==> src/core/i2crs_pkg.sv <==
// Package for the two-wire register access slave: constants and carrier types.
// Assumes a single system clock; no other file defines these names.
package i2crs_pkg;

  // Seven-bit bus address; the read byte is {addr,1} and the write byte {addr,0}
  localparam logic [6:0] I2CRS_DEV_ADDR = 7'h25;
  localparam logic I2CRS_DIR_WRITE = 1'b0;
  localparam logic I2CRS_DIR_READ = 1'b1;

  // Bits in one byte, counted on rising clock edges
  localparam logic [3:0] I2CRS_BYTE_BITS = 4'h8;

  // Register file geometry and reset values
  localparam int I2CRS_ADDR_W = 8;
  localparam int I2CRS_DATA_W = 8;
  localparam logic [7:0] I2CRS_PTR_RST = 8'h00;
  localparam logic [7:0] I2CRS_DATA_RST = 8'h00;

  // Link timing: fastest bus clock, system clock, and the cycles in one bus period
  localparam int I2CRS_SCL_MAX_KHZ = 400;
  localparam int I2CRS_CLK_KHZ = 10000;
  localparam int I2CRS_SCL_MIN_CYC = I2CRS_CLK_KHZ / I2CRS_SCL_MAX_KHZ;

  typedef enum logic [7:0] {
    I2CRS_ST_IDLE = 8'h01,
    I2CRS_ST_ADDR = 8'h02,
    I2CRS_ST_AACK = 8'h04,
    I2CRS_ST_RX = 8'h08,
    I2CRS_ST_RACK = 8'h10,
    I2CRS_ST_TX = 8'h20,
    I2CRS_ST_MACK = 8'h40,
    I2CRS_ST_SKIP = 8'h80
  } i2crs_state_t;

  // One register write as it leaves the serial side
  typedef struct packed {
    logic valid;
    logic [7:0] addr;
    logic [7:0] data;
  } i2crs_wr_t;

endpackage

==> src/core/i2crs_slave.sv <==
// Two-wire serial slave giving a bus master access to the internal register file.
// Assumes scl and sda arrive asynchronously and the bus is externally pulled up.
`timescale 1ns/1ns
`default_nettype none
module i2crs_slave (
  input wire logic clk,
  input wire logic nrst,
  input wire logic scl_i,
  input wire logic sda_i,
  output logic sda_o,
  output logic sda_oe_n,
  output logic busy,
  output i2crs_pkg::i2crs_wr_t reg_wr_r
);

  // Three-stage samplers; the output changes only when stages two and three agree
  logic [2:0] scl_s_r, scl_s_nxt;
  logic [2:0] sda_s_r, sda_s_nxt;
  logic scl_f_r, scl_f_nxt;
  logic sda_f_r, sda_f_nxt;

  // Filters preset to the idle-high level so leaving reset never fakes an edge
  always_comb begin
    scl_s_nxt = {scl_s_r[1:0], scl_i};
    sda_s_nxt = {sda_s_r[1:0], sda_i};
    scl_f_nxt = (scl_s_r[1] == scl_s_r[2]) ? scl_s_r[2] : scl_f_r;
    sda_f_nxt = (sda_s_r[1] == sda_s_r[2]) ? sda_s_r[2] : sda_f_r;
  end

  always_ff @(posedge clk or negedge nrst) begin
    if (!nrst) begin
      scl_s_r <= 3'h7;
      sda_s_r <= 3'h7;
      scl_f_r <= 1'b1;
      sda_f_r <= 1'b1;
    end else begin
      scl_s_r <= scl_s_nxt;
      sda_s_r <= sda_s_nxt;
      scl_f_r <= scl_f_nxt;
      sda_f_r <= sda_f_nxt;
    end
  end

  // Bus events; at 10 MHz a 400 kHz bus gives about 25 samples per bit
  // START and STOP need sda to move while the filtered clock stays high
  logic scl_rise, scl_fall, start_ev, stop_ev;
  assign scl_rise = scl_f_nxt & ~scl_f_r;
  assign scl_fall = ~scl_f_nxt & scl_f_r;
  assign start_ev = scl_f_r & scl_f_nxt & sda_f_r & ~sda_f_nxt;
  assign stop_ev = scl_f_r & scl_f_nxt & ~sda_f_r & sda_f_nxt;

  // Protocol state; the pointer moves when a read byte is loaded, so a byte
  // that the master NACKs still advances it, and a STOP drops a partial byte
  i2crs_pkg::i2crs_state_t st_r, st_nxt;
  logic [3:0] cnt_r, cnt_nxt;
  logic [7:0] sh_r, sh_nxt;
  logic [7:0] ptr_r, ptr_nxt;
  logic first_r, first_nxt;
  logic oe_n_r, oe_n_nxt;
  // Busy is registered from the next state so it lines up with st_r
  logic busy_r, busy_nxt;
  i2crs_pkg::i2crs_wr_t wr_nxt;
  logic [7:0] rdata;

  i2crs_regmem u_mem (
    .clk(clk),
    .nrst(nrst),
    .wr(reg_wr_r),
    .raddr(ptr_r),
    .rdata_r(rdata)
  );

  always_comb begin
    st_nxt = st_r;
    cnt_nxt = cnt_r;
    sh_nxt = sh_r;
    ptr_nxt = ptr_r;
    first_nxt = first_r;
    oe_n_nxt = oe_n_r;
    wr_nxt = '0;
    if (start_ev) begin
      st_nxt = i2crs_pkg::I2CRS_ST_ADDR;
      cnt_nxt = 4'h0;
      oe_n_nxt = 1'b1;
    end else if (stop_ev) begin
      st_nxt = i2crs_pkg::I2CRS_ST_IDLE;
      oe_n_nxt = 1'b1;
    end else begin
      case (st_r)
        i2crs_pkg::I2CRS_ST_ADDR, i2crs_pkg::I2CRS_ST_RX: begin
          if (scl_rise && cnt_r != i2crs_pkg::I2CRS_BYTE_BITS) begin
            sh_nxt = {sh_r[6:0], sda_f_r};
            cnt_nxt = cnt_r + 4'h1;
          end else if (scl_fall && cnt_r == i2crs_pkg::I2CRS_BYTE_BITS) begin
            if (st_r == i2crs_pkg::I2CRS_ST_ADDR) begin
              if (sh_r[7:1] == i2crs_pkg::I2CRS_DEV_ADDR) begin
                oe_n_nxt = 1'b0;
                st_nxt = i2crs_pkg::I2CRS_ST_AACK;
                first_nxt = 1'b1;
              end else begin
                st_nxt = i2crs_pkg::I2CRS_ST_SKIP;
              end
            end else begin
              oe_n_nxt = 1'b0;
              st_nxt = i2crs_pkg::I2CRS_ST_RACK;
              if (first_r) begin
                ptr_nxt = sh_r;
                first_nxt = 1'b0;
              end else begin
                wr_nxt.valid = 1'b1;
                wr_nxt.addr = ptr_r;
                wr_nxt.data = sh_r;
                ptr_nxt = ptr_r + 8'h01;
              end
            end
          end
        end
        i2crs_pkg::I2CRS_ST_AACK: begin
          if (scl_fall) begin
            cnt_nxt = 4'h0;
            if (sh_r[0] == i2crs_pkg::I2CRS_DIR_READ) begin
              sh_nxt = rdata;
              ptr_nxt = ptr_r + 8'h01;
              oe_n_nxt = rdata[7];
              st_nxt = i2crs_pkg::I2CRS_ST_TX;
            end else begin
              oe_n_nxt = 1'b1;
              st_nxt = i2crs_pkg::I2CRS_ST_RX;
            end
          end
        end
        i2crs_pkg::I2CRS_ST_RACK: begin
          if (scl_fall) begin
            oe_n_nxt = 1'b1;
            cnt_nxt = 4'h0;
            st_nxt = i2crs_pkg::I2CRS_ST_RX;
          end
        end
        i2crs_pkg::I2CRS_ST_TX: begin
          if (scl_rise) begin
            cnt_nxt = cnt_r + 4'h1;
          end else if (scl_fall) begin
            if (cnt_r == i2crs_pkg::I2CRS_BYTE_BITS) begin
              oe_n_nxt = 1'b1;
              st_nxt = i2crs_pkg::I2CRS_ST_MACK;
            end else begin
              sh_nxt = {sh_r[6:0], 1'b0};
              oe_n_nxt = sh_r[6];
            end
          end
        end
        i2crs_pkg::I2CRS_ST_MACK: begin
          if (scl_rise && sda_f_r) begin
            st_nxt = i2crs_pkg::I2CRS_ST_SKIP;
          end else if (scl_fall) begin
            cnt_nxt = 4'h0;
            sh_nxt = rdata;
            ptr_nxt = ptr_r + 8'h01;
            oe_n_nxt = rdata[7];
            st_nxt = i2crs_pkg::I2CRS_ST_TX;
          end
        end
        // Unaddressed or NACKed: stay here until a START or a STOP
        i2crs_pkg::I2CRS_ST_SKIP: begin
          oe_n_nxt = 1'b1;
        end
        i2crs_pkg::I2CRS_ST_IDLE: begin
          oe_n_nxt = 1'b1;
        end
        default: begin
          st_nxt = i2crs_pkg::I2CRS_ST_IDLE;
          oe_n_nxt = 1'b1;
        end
      endcase
    end
    busy_nxt = (st_nxt != i2crs_pkg::I2CRS_ST_IDLE) && (st_nxt != i2crs_pkg::I2CRS_ST_SKIP);
  end

  always_ff @(posedge clk or negedge nrst) begin
    if (!nrst) begin
      st_r <= i2crs_pkg::I2CRS_ST_IDLE;
      busy_r <= 1'b0;
      cnt_r <= 4'h0;
      sh_r <= i2crs_pkg::I2CRS_DATA_RST;
      ptr_r <= i2crs_pkg::I2CRS_PTR_RST;
      first_r <= 1'b0;
      oe_n_r <= 1'b1;
      reg_wr_r <= '0;
    end else begin
      st_r <= st_nxt;
      cnt_r <= cnt_nxt;
      sh_r <= sh_nxt;
      ptr_r <= ptr_nxt;
      first_r <= first_nxt;
      oe_n_r <= oe_n_nxt;
      reg_wr_r <= wr_nxt;
      busy_r <= busy_nxt;
    end
  end

  // Open drain: the pad only ever pulls low
  assign sda_o = 1'b0;
  assign sda_oe_n = oe_n_r;
  assign busy = busy_r;

endmodule
`default_nettype wire

==> src/core/i2crs_regmem.sv <==
// Register file storage for the two-wire slave: one write port, one read port.
// Assumes the caller holds addresses steady; read data appear one clock later.
`timescale 1ns/1ns
`default_nettype none
module i2crs_regmem (
  input wire logic clk,
  input wire logic nrst,
  input wire i2crs_pkg::i2crs_wr_t wr,
  input wire logic [7:0] raddr,
  output logic [7:0] rdata_r
);

  logic [7:0] mem [0:(1 << i2crs_pkg::I2CRS_ADDR_W) - 1];
  logic [7:0] rdata_nxt;

  always_comb begin
    rdata_nxt = mem[raddr];
  end

  always_ff @(posedge clk) begin
    if (wr.valid) begin
      mem[wr.addr] <= wr.data;
    end
  end

  always_ff @(posedge clk or negedge nrst) begin
    if (!nrst) begin
      rdata_r <= i2crs_pkg::I2CRS_DATA_RST;
    end else begin
      rdata_r <= rdata_nxt;
    end
  end

endmodule
`default_nettype wire

==> config.mk <==
export PLATFORM = sky130hd
export DESIGN_NAME = i2crs_slave
export DESIGN_NICKNAME = d
export VERILOG_FILES = /design/src/core/i2crs_pkg.sv /design/src/core/i2crs_slave.sv /design/src/core/i2crs_regmem.sv
export SDC_FILE = /design/constraint.sdc
export NUM_CORES = 2
export LEC_CHECK = 0
export BUFFER_PORTS_ARGS = -buffer_cell sky130_fd_sc_hd__clkbuf_2
export CELL_PAD_IN_SITES_DETAIL_PLACEMENT = 0
export CELL_PAD_IN_SITES_GLOBAL_PLACEMENT = 1
export CORE_UTILIZATION = 56
export DETAILED_ROUTE_END_ITERATION = 8
export GPL_TIMING_DRIVEN = 0
export PLACE_DENSITY_LB_ADDON = 0.3
export SETUP_SLACK_MARGIN = 0.5
export SLEW_MARGIN = 40
export SYNTH_ARGS = -nofsm -noshare
export SYNTH_HDL_FRONTEND = slang
export SYNTH_SLANG_ARGS = --single-unit
==> constraint.sdc <==
create_clock -name clk -period 4.6 [get_ports clk]
set_clock_uncertainty 0.05 [all_clocks]
set_input_delay 0.23 -clock clk [delete_from_list [all_inputs] [get_ports clk]]
set_output_delay 0.23 -clock clk [all_outputs]
set_load 0.03 [all_outputs]
==> metrics.md <==
| Metric | Value |
|---|---|
| Synth top area share | `0.745` |
| DR vias/cell | `approximately 7.5` |
| Num CTS Buffers | `around 200` |
| Data required time of the critical path | `a little over 5000 ps` |
| Sw Share | `0.202` |
| Dpl cells | `6,123` |
| Synth area leaders | `edfxtp_1 75%, mux4_2 12%, mux2i_1 2.6%` |
| Commonest cells after routing, fill and taps aside | `2,048 x edfxtp_1, 432 x mux4_2, 219 x nor2_2` |
| Crit path capture type | `flip-flop` |
| # rows | `140` |
| Initial antenna violation count | `18` |
| H-tree depth | `4` |
| Commonest non-fill, non-tap cell in the layout | `edfxtp_1` |
| Vias in the first global route | `44.8k` |
| Clock sink count | `2,112` |
| Seq/Total Area, Yosys | `0.765` |
| TritonCTS clock tree | `yes` |
| Post-synth net total | `4,098` |
| Initial core utilization | `0.566` |
| Root buffer cell | `clkbuf_16` |
| Crit path DAT | `4960 ps` |
| Pins Over Slew Limit | `0` |
| DP Area | `0.0879 mm²` |
| Fin Setup TNS | `0 ps` |
| Total GRT Usage | `0.423` |
| Port Buffers | `22` |
| Sw Pwr | `7.60 mW` |
| DP Wirelength | `209,000 µm` |
| DRC viols | `0` |
| EDFF count, synth | `a little over 2k` |
| Synth Instances | `4,091` |
| Placer Congestion | `1.04` |
| Clock power share | `0.440` |
| Vias after detailed routing | `48.9k` |
| Fmax | `229 MHz` |
| Clk pin slew, worst setup/hold paths | `70 ps` |
| Post-DR wirelength/cell | `47.9 µm` |
| Mean Syn Cell Area | `20.2 µm²` |
| Drt initial violations | `9,794` |
| First-pass GRT wire length | `406,000 µm` |
| Outcome | `finished clean` |
| Leakage | `24.2 nW` |
| Die height | `386 µm` |
| Core area | `0.146 mm²` |
| Pin count of the biggest net entering global routing | `between 60 and 70` |
| Synthesized flop and latch total | `2,112` |
| Chip Width | `386 µm` |
| Cell area after layout | `0.0953 mm²` |
| Clock Tree Buf Depth | `3` |
| Logic pwr share | `0.005` |
| Most used DFF post-synth | `edfxtp_1` |
| Kind of critical path | `reg -> reg` |
| RSZ-0062 raised after global routing | `yes` |
| Worst Tran Pin Value | `1090 ps` |
| Tcrit/Tclk final | `0.951` |
| Max_cap viols | `0` |
| Synthesized cell area | `0.0825 mm²` |
| Setup WS pre-CTS | `-580 ps` |
| Register share of total power | `0.555` |
| Final setup fails | `0` |
| Worst-path fanout max | `10` |
| Ys Warns | `0` |
| Grt ovf | `0` |
| Hold Path Class | `reg -> reg` |
| Rel. slew slack | `0.271` |
| Final WS setup | `225 ps` |
| Layout fillers | `9,487` |
| Final Hold Vio Count | `0` |
| Cell taking the most area after synthesis | `edfxtp_1` |
| Synth unique cells | `75` |
| Peak VDD IR | `0.342 mV` |
| Full die area | `0.149 mm²` |
| I/O Pins | `24` |
| Non-filler cells, final | `6,514` |
| Final ANT Viol Nets | `0` |
| Area growth syn-to-layout | `15.5%` |
| Clock latency on the worst-skew pair | `about 870 ps` |
| Final Critical Period | `4370 ps` |
| DRT Wirelength | `approximately 310,000 µm` |
| Nets | `4,426` |
| Pre-antenna DRT Iters | `9` |
| Layout cells sized above 1 | `0.296` |
| Asr flop ratio synth | `0.0303` |
| Pwr dens | `394 mW/mm²` |
| Critical Path Start Type | `flip-flop` |
| Internal power | `29.9 mW` |
[Yosys cell counts, types with 4 or more instances]
| master | n |
|---|---|
| a211oi_1 | 25 |
| mux2i_1 | 216 |
| nand2_1 | 112 |
| o21ai_0 | 48 |
| nor3_1 | 18 |
| buf_1 | 19 |
| nor2_1 | 295 |
| a22o_1 | 19 |
| a21oi_1 | 103 |
| clkbuf_1 | 121 |
| o211ai_1 | 10 |
| o221ai_1 | 29 |
| mux2_2 | 6 |
| dfrtp_1 | 54 |
| nand2b_1 | 7 |
| a31oi_1 | 13 |
| o21ai_1 | 22 |
| nand4_1 | 16 |
| xor2_1 | 4 |
| a221oi_1 | 38 |
| and3_1 | 8 |
| a211o_1 | 5 |
| edfxtp_1 | 2048 |
| o31ai_1 | 5 |
| o32ai_1 | 4 |
| buf_12 | 4 |
| buf_6 | 32 |
| a22oi_1 | 108 |
| mux2_1 | 8 |
| and2_1 | 12 |
| buf_4 | 23 |
| buf_2 | 48 |
| nor4_1 | 5 |
| o22ai_1 | 18 |
| nand3_1 | 55 |
| dfstp_2 | 10 |
| buf_8 | 8 |
| nand3b_1 | 4 |
| inv_1 | 9 |
| mux4_2 | 432 |
| a2111oi_0 | 5 |
| nor2b_1 | 15 |
[power by group through the flow]
stage	Combinational (mW)	Sequential [mW]	Clock, mW
final	0.180	20.8	16.5
after global routing	0.194	20.8	17.1
after CTS	0.178	20.8	16.4
after detailed placement	0.173	21.2	0
after global placement	0.168	21.2	0
after floorplan	0.110	21.2	0
[layout make-up]
| cell class | count | area [µm²] | share of cell area |
|---|---|---|---|
| Sequential cell | 2112 | 63100 | 0.663 |
| Multi-Input combinational cell | 1713 | 18800 | 0.197 |
| Clock buffer | 271 | 5480 | 0.0575 |
| Tap cell | 1917 | 2400 | 0.0252 |
| Timing Repair Buffer | 122 | 2340 | 0.0246 |
| Buffer | 255 | 2080 | 0.0218 |
| Clock inverter | 102 | 991 | 0.0104 |
| Inverter | 11 | 43.8 | 0.000460 |
| Antenna cell | 11 | 27.5 | 0.000289 |
[stage by stage]
stage                     hold slack [ps]  total power [mW]  utilization
final                                 308              37.5        0.653
after global routing                  313              38.1        0.653
after CTS                             311              37.4        0.651
after detailed placement             5.62              21.4        0.602
after global placement                273              21.4        0.583
after floorplan                      -116              21.3            -
[cells by family after synthesis]
group | count (synthesis) | share of synthesized area
fa+ha+maj | 3 | 0.000455
mux | 662 | 0.146
simple gates | 569 | 0.0303
other cells | 1 | 0.0000454
buf+inv | 266 | 0.0187
flops | 2112 | 0.765
xor+xnor | 4 | 0.000424
compound gates | 474 | 0.0395
[critical path: stages, from the launching register on]
cell	delay [ps]
dfrtp_1	400
buf_4	320
buf_4	340
buf_6	280
clkbuf_2	380
buf_4	520
mux4_2	390
mux2i_1	380
o21ai_0	280
a211oi_2	510
o32ai_4	250
[path summary, 6_finish.rpt]
check                           slack (ps)  startpoint  cells after the start               end
worst max-delay path                   230    ptr_r[1]                     10  u_mem.rdata_r[0]
worst min-delay path                   310  scl_s_r[0]                      0        scl_s_r[1]
worst max register to register         230    ptr_r[1]                     10  u_mem.rdata_r[0]
worst min register to register         310  scl_s_r[0]                      0        scl_s_r[1]
max in group asynchronous             3410        nrst                      4           sda_f_r
min in group asynchronous              350        nrst                      3       reg_wr_r[8]
[per-layer routing]
metal	wire, µm	share of wire	up-vias	track usage
li1	-	-	17600	-
met1	105000	0.34	25300	0.552
met2	130000	0.42	4910	0.572
met3	51900	0.17	1065	0.187
met4	25300	0.081	20	0.284
met5	566	0.0018	-	0.0114
[flip-flops by register name (all words and copies together) (netlist names), 3 cells and up]
register       cells
ptr_r              8
scl_s_r            3
u_mem.mem       2048
sda_s_r            3
u_mem.rdata_r      8
cnt_r              4
reg_wr_r          17
sh_r               8
st_r               8
[what timing repair did]
action,CTS,global route
pin swaps,7,2
setup endpoints to repair,8,8
hold buffers,6,0
endpoints found under the hold margin,66,0
gates resized for setup,158,39
setup buffers,0,1
(Power assumes the default switching activity.)
